$ cat src/verilog/config_integrity_defs.svh
// offsets, codes, reset values and timing counts for the integrity block
`ifndef CONFIG_INTEGRITY_DEFS_SVH
`define CONFIG_INTEGRITY_DEFS_SVH
`define ADDR_TESTPORT 7'h7E
`define STRAP_SHORT 4'h0
`define STRAP_OPEN 4'hF
`define BLANK_WORD 32'hFFFFFFFF
`define FW_WORDS 16
`define CFG_WORDS 16
`define LOG_WORDS 16
`define FLASH_AW 8
`define PARAM_W 16
`define CLK_MHZ 25
`define WDT_TIMEOUT_US 1000
`define WDT_CYCLES (`WDT_TIMEOUT_US * `CLK_MHZ)
`define RST_HOLD 4'h8
`define ECC_DW 32
`define ECC_CW 6
`define TAP_OE 4'h8
`endif

$ cat src/verilog/config_integrity_pkg.sv
// types shared by the integrity block
package config_integrity_pkg;
    typedef enum logic [2:0] {
        ST_IDLE = 3'b000,
        ST_REQ = 3'b001,
        ST_WAIT = 3'b010,
        ST_EVAL = 3'b011,
        ST_ERASE = 3'b100,
        ST_RUN = 3'b101
    } init_state_e;
    typedef logic [37:0] code_word_t;
endpackage

$ cat src/verilog/ecc_if.sv
// link between the integrity block and its flash codec
`timescale 1ns/100ps
`default_nettype none
`include "config_integrity_defs.svh"
interface ecc_if;
    logic [`ECC_DW-1:0] wrData;
    logic [`ECC_CW-1:0] wrCheck;
    config_integrity_pkg::code_word_t rdWord;
    logic [`ECC_DW-1:0] rdData;
    logic rdCorrected;
    logic rdUncorrectable;
    modport codec (input wrData, input rdWord, output wrCheck, output rdData,
        output rdCorrected, output rdUncorrectable);
    modport user (output wrData, output rdWord, input wrCheck, input rdData,
        input rdCorrected, input rdUncorrectable);
endinterface
`default_nettype wire

$ cat src/verilog/config_integrity.sv
// power-up integrity checks, test port enable, watchdog and flash write path
// Contract
// - test port stays off by default; shared pins act as GPIO.
// - four of six test port pins serve as GPIO when port is off.
// - blank data flash at power-up enables the test port.
// - strapped address 126 at power-up enables the test port.
// - either address strap shorted or open decodes to address 126.
// - test port serves programming only, no boundary scan.
// - bad firmware checksum blocks firmware but bus commands still accepted.
// - bad configuration checksum loads factory default configuration.
// - bad configuration checksum asserts alert and sets status flag.
// - a checksum over the fault log guards the log flash region.
// - firmware watchdog timeout causes a normal device reset.
// - during any reset GPIO float open-drain and fast PWM drives low.
// - every passed parameter is range-checked before use.
// - six check bits are generated with every written 32-bit word.
// - every data flash read corrects any single-bit error.
// - after in-operation rewrite, keep old config, fault logging off, until reset.
// - after each reset, bad fault-log checksum erases the log.
`timescale 1ns/100ps
`default_nettype none
`include "config_integrity_defs.svh"
module config_integrity #(
    parameter int WDT_CYCLES = `WDT_CYCLES,
    parameter int FW_WORDS = `FW_WORDS,
    parameter int CFG_WORDS = `CFG_WORDS,
    parameter int LOG_WORDS = `LOG_WORDS,
    parameter int AW = `FLASH_AW
) (
    input wire logic clk_sys,
    input wire logic rst,
    input wire logic clkEn,
    input wire logic [3:0] addrStrapHi,
    input wire logic [3:0] addrStrapLo,
    output logic flashRdReq,
    output logic [AW-1:0] flashRdAddr,
    input wire config_integrity_pkg::code_word_t flashRdWord,
    input wire logic flashRdAck,
    output logic flashLogEraseReq,
    input wire logic flashEraseDone,
    input wire logic progWpOff,
    input wire logic progEraseReq,
    input wire logic progWrValid,
    input wire logic [AW-1:0] progWrAddr,
    input wire logic [31:0] progWrData,
    output logic flashWrEn,
    output logic [AW-1:0] flashWrAddr,
    output config_integrity_pkg::code_word_t flashWrWord,
    output logic flashChipEraseReq,
    input wire logic paramValid,
    input wire logic [`PARAM_W-1:0] paramValue,
    input wire logic [`PARAM_W-1:0] paramMin,
    input wire logic [`PARAM_W-1:0] paramMax,
    output logic paramAccept,
    output logic paramReject,
    output logic [`PARAM_W-1:0] paramReg,
    input wire logic wdKick,
    input wire logic [3:0] pinIn,
    input wire logic [3:0] appGpioOut,
    input wire logic [3:0] appGpioOe,
    input wire logic tapTdo,
    output logic [3:0] pinOut,
    output logic [3:0] pinOe,
    output logic [2:0] tapIn,
    output logic testPortEn,
    input wire logic appPwm,
    output logic fast_pwm_out,
    input wire logic alertClear,
    output logic fwRunEn,
    output logic cfgDefaultSel,
    output logic cfgCrcFlag,
    output logic logEnable,
    output logic initDone,
    output logic eccFixPulse,
    output logic bus_alert_out_n
);
    localparam int TOTAL = FW_WORDS + CFG_WORDS + LOG_WORDS;
    localparam logic [AW-1:0] FW_END = AW'(FW_WORDS - 1);
    localparam logic [AW-1:0] CFG_END = AW'(FW_WORDS + CFG_WORDS - 1);
    localparam logic [AW-1:0] LOG_END = AW'(TOTAL - 1);
    localparam logic [31:0] WDT_LAST = 32'(WDT_CYCLES - 1);

    config_integrity_pkg::init_state_e state_reg;
    ecc_if eccBus ();
    ecc_hamming uEcc (
        .ecc(eccBus.codec)
    );
    assign eccBus.wrData = progWrData;
    assign eccBus.rdWord = flashRdWord;

    // strap and pin synchronisers
    logic [11:0] sync1_reg;
    logic [11:0] sync2_reg;
    logic [11:0] sync3_reg;
    logic [11:0] syncStable_reg;
    always_ff @(posedge clk_sys or posedge rst) begin
        if (rst) begin
            sync1_reg <= 12'h000;
            sync2_reg <= 12'h000;
            sync3_reg <= 12'h000;
            syncStable_reg <= 12'h000;
        end else if (clkEn) begin
            sync1_reg <= {pinIn, addrStrapHi, addrStrapLo};
            sync2_reg <= sync1_reg;
            sync3_reg <= sync2_reg;
            for (int i = 0; i < 12; i++) begin
                if (sync2_reg[i] == sync3_reg[i]) begin
                    syncStable_reg[i] <= sync3_reg[i];
                end
            end
        end
    end

    logic [3:0] strapHi;
    logic [3:0] strapLo;
    logic [6:0] addrDecoded;
    assign strapHi = syncStable_reg[7:4];
    assign strapLo = syncStable_reg[3:0];
    always_comb begin
        if (strapHi == `STRAP_SHORT || strapHi == `STRAP_OPEN ||
            strapLo == `STRAP_SHORT || strapLo == `STRAP_OPEN) begin
            addrDecoded = `ADDR_TESTPORT;
        end else begin
            addrDecoded = {strapHi[2:0], strapLo};
        end
    end

    // watchdog and internal reset stretch
    logic [31:0] wdCnt_reg;
    logic [3:0] wdHold_reg;
    logic softRst;
    logic wdFire;
    assign softRst = (wdHold_reg != 4'h0);
    assign wdFire = fwRunEn && (state_reg == config_integrity_pkg::ST_RUN) &&
        !wdKick && (wdCnt_reg == WDT_LAST);
    always_ff @(posedge clk_sys or posedge rst) begin
        if (rst) begin
            wdCnt_reg <= 32'h00000000;
            wdHold_reg <= 4'h0;
        end else if (clkEn) begin
            if (wdFire) begin
                wdCnt_reg <= 32'h00000000;
                wdHold_reg <= `RST_HOLD;
            end else begin
                if (softRst) begin
                    wdHold_reg <= wdHold_reg - 4'h1;
                end
                if (wdKick || !fwRunEn || softRst) begin
                    wdCnt_reg <= 32'h00000000;
                end else begin
                    wdCnt_reg <= wdCnt_reg + 32'h00000001;
                end
            end
        end
    end

    // power-up scan of firmware, configuration and log regions
    logic [AW-1:0] idx_reg;
    logic [31:0] sum_reg;
    logic blank_reg;
    logic fwBad_reg;
    logic cfgBad_reg;
    logic logBad_reg;
    logic [31:0] rdWord;
    logic regionEnd;
    logic sumBad;
    assign rdWord = eccBus.rdData;
    assign regionEnd = (idx_reg == FW_END) || (idx_reg == CFG_END) || (idx_reg == LOG_END);
    assign sumBad = (sum_reg != rdWord);
    always_ff @(posedge clk_sys or posedge rst) begin
        if (rst) begin
            state_reg <= config_integrity_pkg::ST_IDLE;
            idx_reg <= '0;
            sum_reg <= 32'h00000000;
            blank_reg <= 1'b1;
            fwBad_reg <= 1'b0;
            cfgBad_reg <= 1'b0;
            logBad_reg <= 1'b0;
            flashRdReq <= 1'b0;
            flashRdAddr <= '0;
            flashLogEraseReq <= 1'b0;
            eccFixPulse <= 1'b0;
        end else if (clkEn) begin
            flashLogEraseReq <= 1'b0;
            eccFixPulse <= 1'b0;
            if (softRst) begin
                state_reg <= config_integrity_pkg::ST_IDLE;
                flashRdReq <= 1'b0;
            end else begin
                case (state_reg)
                    config_integrity_pkg::ST_IDLE: begin
                        idx_reg <= '0;
                        sum_reg <= 32'h00000000;
                        blank_reg <= 1'b1;
                        fwBad_reg <= 1'b0;
                        cfgBad_reg <= 1'b0;
                        logBad_reg <= 1'b0;
                        state_reg <= config_integrity_pkg::ST_REQ;
                    end
                    config_integrity_pkg::ST_REQ: begin
                        flashRdReq <= 1'b1;
                        flashRdAddr <= idx_reg;
                        state_reg <= config_integrity_pkg::ST_WAIT;
                    end
                    config_integrity_pkg::ST_WAIT: begin
                        if (flashRdAck) begin
                            flashRdReq <= 1'b0;
                            eccFixPulse <= eccBus.rdCorrected;
                            if (rdWord != `BLANK_WORD) begin
                                blank_reg <= 1'b0;
                            end
                            if (regionEnd) begin
                                sum_reg <= 32'h00000000;
                                if (idx_reg == FW_END) begin
                                    fwBad_reg <= sumBad;
                                end else if (idx_reg == CFG_END) begin
                                    cfgBad_reg <= sumBad;
                                end else begin
                                    logBad_reg <= sumBad;
                                end
                            end else begin
                                sum_reg <= sum_reg + rdWord;
                            end
                            idx_reg <= idx_reg + AW'(1);
                            if (idx_reg == LOG_END) begin
                                state_reg <= config_integrity_pkg::ST_EVAL;
                            end else begin
                                state_reg <= config_integrity_pkg::ST_REQ;
                            end
                        end
                    end
                    config_integrity_pkg::ST_EVAL: begin
                        if (logBad_reg) begin
                            flashLogEraseReq <= 1'b1;
                            state_reg <= config_integrity_pkg::ST_ERASE;
                        end else begin
                            state_reg <= config_integrity_pkg::ST_RUN;
                        end
                    end
                    config_integrity_pkg::ST_ERASE: begin
                        if (flashEraseDone) begin
                            state_reg <= config_integrity_pkg::ST_RUN;
                        end
                    end
                    config_integrity_pkg::ST_RUN: begin
                        state_reg <= config_integrity_pkg::ST_RUN;
                    end
                    default: begin
                        state_reg <= config_integrity_pkg::ST_IDLE;
                    end
                endcase
            end
        end
    end

    // outcome of the scan; config stays loaded until the next reset
    logic rewriteSeen_reg;
    logic isEval;
    assign isEval = (state_reg == config_integrity_pkg::ST_EVAL) && !softRst;
    always_ff @(posedge clk_sys or posedge rst) begin
        if (rst) begin
            fwRunEn <= 1'b0;
            cfgDefaultSel <= 1'b0;
            cfgCrcFlag <= 1'b0;
            testPortEn <= 1'b0;
            logEnable <= 1'b0;
            initDone <= 1'b0;
            bus_alert_out_n <= 1'b1;
        end else if (clkEn) begin
            if (softRst) begin
                fwRunEn <= 1'b0;
                testPortEn <= 1'b0;
                logEnable <= 1'b0;
                initDone <= 1'b0;
            end else if (isEval) begin
                fwRunEn <= !fwBad_reg;
                cfgDefaultSel <= cfgBad_reg;
                testPortEn <= blank_reg || (addrDecoded == `ADDR_TESTPORT);
            end else if (state_reg == config_integrity_pkg::ST_RUN) begin
                initDone <= 1'b1;
                logEnable <= !rewriteSeen_reg;
            end
            if (isEval && cfgBad_reg) begin
                cfgCrcFlag <= 1'b1;
            end else if (alertClear) begin
                cfgCrcFlag <= 1'b0;
            end
            bus_alert_out_n <= !cfgCrcFlag;
        end
    end

    // host flash write path, ignored while write protected
    logic hostWr;
    logic hostErase;
    assign hostWr = progWpOff && progWrValid && initDone;
    assign hostErase = progWpOff && progEraseReq && initDone;
    always_ff @(posedge clk_sys or posedge rst) begin
        if (rst) begin
            flashWrEn <= 1'b0;
            flashWrAddr <= '0;
            flashWrWord <= '0;
            flashChipEraseReq <= 1'b0;
            rewriteSeen_reg <= 1'b0;
        end else if (clkEn) begin
            flashWrEn <= hostWr;
            flashChipEraseReq <= hostErase;
            if (hostWr) begin
                flashWrAddr <= progWrAddr;
                flashWrWord <= {eccBus.wrCheck, progWrData};
            end
            if (softRst) begin
                rewriteSeen_reg <= 1'b0;
            end else if (hostWr || hostErase) begin
                rewriteSeen_reg <= 1'b1;
            end
        end
    end

    // parameter range check
    always_ff @(posedge clk_sys or posedge rst) begin
        if (rst) begin
            paramAccept <= 1'b0;
            paramReject <= 1'b0;
            paramReg <= '0;
        end else if (clkEn) begin
            paramAccept <= 1'b0;
            paramReject <= 1'b0;
            if (paramValid) begin
                if (paramValue >= paramMin && paramValue <= paramMax) begin
                    paramAccept <= 1'b1;
                    paramReg <= paramValue;
                end else begin
                    paramReject <= 1'b1;
                end
            end
        end
    end

    // shared pins: programming port only, never boundary scan
    always_ff @(posedge clk_sys or posedge rst) begin
        if (rst) begin
            pinOut <= 4'h0;
            pinOe <= 4'h0;
            tapIn <= 3'h0;
            fast_pwm_out <= 1'b0;
        end else if (clkEn) begin
            if (softRst) begin
                pinOe <= 4'h0;
                fast_pwm_out <= 1'b0;
                tapIn <= 3'h0;
            end else if (testPortEn) begin
                pinOut <= {tapTdo, 3'h0};
                pinOe <= `TAP_OE;
                tapIn <= syncStable_reg[10:8];
                fast_pwm_out <= appPwm;
            end else begin
                pinOut <= appGpioOut;
                pinOe <= appGpioOe;
                tapIn <= 3'h0;
                fast_pwm_out <= appPwm;
            end
        end
    end
endmodule
`default_nettype wire

$ cat src/verilog/ecc_hamming.sv
// hamming codec, six check bits over a 32-bit flash word
`timescale 1ns/100ps
`default_nettype none
`include "config_integrity_defs.svh"
module ecc_hamming (
    ecc_if.codec ecc
);
    function automatic logic [5:0] posOf(input int k);
        int n;
        n = 0;
        posOf = 6'h00;
        for (int j = 3; j < 39; j++) begin
            if ((j & (j - 1)) != 0) begin
                if (n == k) begin
                    posOf = 6'(j);
                end
                n++;
            end
        end
    endfunction

    logic [5:0] wrPos [`ECC_DW];
    logic [5:0] rdPos [`ECC_DW];
    logic [`ECC_DW-1:0] hit;
    logic [5:0] wrAcc;
    logic [5:0] rdAcc;
    logic [5:0] syn;
    logic synPow2;

    genvar k;
    generate
        for (k = 0; k < `ECC_DW; k++) begin : g_bit
            localparam logic [5:0] P = posOf(k);
            assign wrPos[k] = ecc.wrData[k] ? P : 6'h00;
            assign rdPos[k] = ecc.rdWord[k] ? P : 6'h00;
            assign hit[k] = (syn == P);
        end
    endgenerate

    always_comb begin
        wrAcc = 6'h00;
        rdAcc = 6'h00;
        for (int i = 0; i < `ECC_DW; i++) begin
            wrAcc = wrAcc ^ wrPos[i];
            rdAcc = rdAcc ^ rdPos[i];
        end
        syn = rdAcc ^ ecc.rdWord[37:32];
    end

    assign synPow2 = (syn != 6'h00) && ((syn & (syn - 6'h01)) == 6'h00);
    assign ecc.wrCheck = wrAcc;
    assign ecc.rdData = ecc.rdWord[31:0] ^ hit;
    assign ecc.rdCorrected = (syn != 6'h00) && ((|hit) || synPow2);
    assign ecc.rdUncorrectable = (syn != 6'h00) && !((|hit) || synPow2);
endmodule
`default_nettype wire

$ cat config.mk
export PLATFORM = sky130hd
export DESIGN_NAME = config_integrity
export DESIGN_NICKNAME = d
export VERILOG_FILES = /design/src/verilog/config_integrity_pkg.sv /design/src/verilog/ecc_if.sv /design/src/verilog/config_integrity.sv /design/src/verilog/ecc_hamming.sv
export VERILOG_INCLUDE_DIRS = /design/src /design/src/verilog
export SDC_FILE = /design/constraint.sdc
export NUM_CORES = 1
export LEC_CHECK = 0
export CORE_ASPECT_RATIO = 1.5
export CORE_MARGIN = 2
export CORE_UTILIZATION = 63
export CTS_CLUSTER_SIZE = 30
export DETAILED_ROUTE_END_ITERATION = 8
export DONT_BUFFER_PORTS = 1
export GPL_ROUTABILITY_DRIVEN = 0
export PLACE_DENSITY = 0.79
export SYNTH_ARGS = -nofsm -noshare
export SYNTH_HDL_FRONTEND = slang
export SYNTH_SLANG_ARGS = --single-unit
$ cat constraint.sdc
create_clock -name clk_sys -period 9.3 [get_ports clk_sys]
set_clock_uncertainty 0.2 [all_clocks]
set_input_delay 2.325 -clock clk_sys [delete_from_list [all_inputs] [get_ports clk_sys]]
set_output_delay 2.325 -clock clk_sys [all_outputs]
set_load 0.03 [all_outputs]
==> key figures <==
Clock network
  – H-tree depth: 1
  – Post-CTS Setup Bufs: 0
  – # hold bufs at CTS: 0
  – Post-CTS sizing: 0
  – TritonCTS clock tree: built
  – Clock tree sinks: about 220
  – Max clock buf depth: 3
  – CTS buffer count: 22
  – Clock latency on the worst-skew pair: 0.51 ns
  – Clock Tree Root: clkbuf_16
  – Clock transition at path regs: roughly 0.060 ns

Setup path
  – R2R Setup Slk: 5.48 ns
  – Worst Path Arrival: 7.54 ns
  – Crit Path Class: in -> reg
  – Critical path endpoint category: flop
  – CP max FO: 11
  – Setup crit start kind: input pin
  – Req. time, crit path: 9.53 ns

Timing
  – Worst slew margin relative to its limit: between 20% and 30%
  – RSZ-0062 raised after global routing: no
  – Minimum clock period: 7.31 ns
  – Slew @ Worst Pin: 1.13 ns
  – Setup TNS Final: 0 ns
  – Hold Violations, Final: 0
  – Tcrit/Tclk final: between 70% and 80%
  – Fin. max-slew vios: 0
  – Fmax: 0.137 GHz
  – # setup viols final: 0

Global routing
  – GRT Total Usage: a little over a quarter
  – Number of antenna violations at the first check in global routing: 1
  – Global-route wire length before repair: ~50 mm
  – Vias in the first global route: 9917
  – Largest net degree at the start of global routing: just under 100
  – GRT overflow: 0

Cells and area
  – Nets: approximately 1600
  – Share of cells above drive strength 1: between 10% and 20%
  – Largest register FFs: 38
  – Final core utilization: between 60% and 70%
  – Area Overhead vs Synth: 6.20%

Yosys
  – Most common cell in the synthesized netlist: dfrtp_1
  – Yosys warning total: 0
  – Complex-gate fraction of the synthesized area: a little under an eighth
  – Syn Inst Count: 1358
  – Synth Area in Simple Gates: a little over an eighth
  – Most frequent cells after synthesis: dfrtp_1 (222), xnor2_1 (128), nand2_1 (119)
  – Synth Area in Adders: about 6.8%
  – Post-synthesis cell type count: about 80
  – Post-synth EDFFs: 0
  – Largest family of logic cells by synthesized area: XOR/XNOR gates
  – Asr flop ratio synth: 100%
  – Yosys top cell area share: between 40% and 50%
  – Sequential cell area fraction in the yosys report: a little over 40%
  – Main synth FF type: dfrtp_1
  – Syn_area_per_cell: just over 10 µm²
  – Mux contribution to synthesized area: between 8 and 9%
  – Post-Syn Area: 13800 µm²
  – Post-Syn Nets: approximately 1600
  – Area leader, netlist: dfrtp_1
  – Largest cells by area after synthesis: dfrtp_1 (40%), mux2_2 (8.2%), xnor2_1 (8.1%)
  – Yosys reg bits: around 220
  – XOR/XNOR Fraction of Synth Area: between 10 and 15%

Detailed routing
  – Drt via density: a little over 6
  – DR pass1 iterations: 5
  – Drc violations: 0
  – Total Routed Length: around 31 mm
  – Routed Antenna Nets: 0
  – Routed via count: between 9000 and 10000
  – Routed wire per std cell: between 15 and 20 µm
  – Initial DRC count: 559

Pwr
  – P_leak: just under 7 nW
  – Share of power burned in registers: just over 40%
  – Logic pwr share: between 30% and 40%
  – Switching Share: 35.8%
  – Internal power: between 0.0015 and 0.002 W
  – PD cells: approximately 210 nW/µm²
  – Peak VDD IR: 192 µV
  – Net Switching: 0.00109 W
  – Clk pwr share: between 20% and 30%

Placement
  – Buffers on Ports: 0
  – Final HPWL from detailed placement: ~24 mm

Floorplanning
  – Core Box Area: around 22000 µm²
  – Die Height: between 150 and 200 µm
  – Cell Rows: 66
  – Top Ports: between 200 and 300
  – Die Area: 23200 µm²
  – Chip width: between 100 and 150 µm
  – Initial Util: 63.9%

Worst hold path
  – Worst hold-check path type: reg -> reg

Run status
  – Status: finished clean

Job
  – Max cap viols: 0
## stage by stage
stage	setup WS [ns]	std cells	area (µm²)	hold WS [ns]	power, W
CTS	2.08	1627	14700	0.276	0.00306
detailed placement	1.57	1589	14000	0.264	0.00218
global route	1.72	1627	14700	0.292	0.00321
floorplan	0.644	1358	13800	0.231	0.00200
finish	1.99	1628	14700	0.267	0.00305
global placement	1.61	1589	14000	0.266	0.00215
## cell type report
| cell class | count | area, µm² |
|---|---|---|
| multi-input combinational | 1013 | 7710 |
| fill | 1665 | 6940 |
| sequential | 224 | 5610 |
| clock buffer | 30 | 611 |
| tap | 272 | 340 |
| inverter | 72 | 278 |
| clock inverter | 8 | 86.3 |
| timing repair buffer | 8 | 60.1 |
| antenna | 1 | 2.50 |
## power by group through the flow
stage                     clock network (W)  registers [W]  logic [W]
final                              0.000869        0.00127   0.000914
after global routing               0.000926        0.00128    0.00100
after CTS                          0.000889        0.00127   0.000908
after detailed placement                  0        0.00128   0.000903
after global placement                    0        0.00128   0.000877
after floorplan                           0        0.00125   0.000744
## cells in the final DEF, fill, tap and decap left out, types with 26 or more instances in the layout
cell type	instances
a21o_1	36
a21oi_1	67
a22o_1	26
dfrtp_1	222
ha_1	74
inv_1	71
mux2_2	101
nand2_1	119
nand3_1	31
nand4_1	27
nor2_1	78
o21ai_0	77
xnor2_1	128
xor2_1	44
## cells by family after synthesis
group,Yosys count
xor gates and xnor gates,199
buffers and inverters,121
adders and majority gates,75
DFF,224
and+or+nand+nor,373
AOI/OAI and AO/OA,259
muxes,107
## per-layer routing
metal | vias up | share of wire [%] | GRT usage, %
met2 | 354 | 52 | 48.2
met4 | 0 | 3.4 | 9.96
met3 | 68 | 6.2 | 4.80
li1 | 4705 | - | -
met5 | - | 0 | 0
met1 | 4823 | 38 | 31.0
## critical path: stages
cell and delay, ns:
xnor2_1 0.22, xnor3_1 0.48, xnor2_2 0.25, xor2_2 0.49, nand2_1 0.23, nor2_1 0.18
xor2_1 0.30, ha_1 0.27, a21oi_1 0.10, o221ai_1 0.24, and3_1 0.23, a311oi_1 0.18
o211a_1 0.32, nor4_1 0.49, o221ai_1 0.31, o311ai_1 0.43, xor2_1 0.24, a21oi_1 0.10
o22ai_1 0.15
## final timing paths
path	startpoint	cells after the start	end
worst max register to register	sum_reg[4]	12	sum_reg[31]
worst min register to register	fwBad_reg	1	fwRunEn
worst max-delay path	flashRdWord[11]	19	sum_reg[31]
min in group asynchronous	rst	1	flashWrWord[6]
worst min-delay path	fwBad_reg	1	fwRunEn
max in group asynchronous	rst	2	paramReg[2]
No activity file was read; power rests on OpenSTA's default activity.
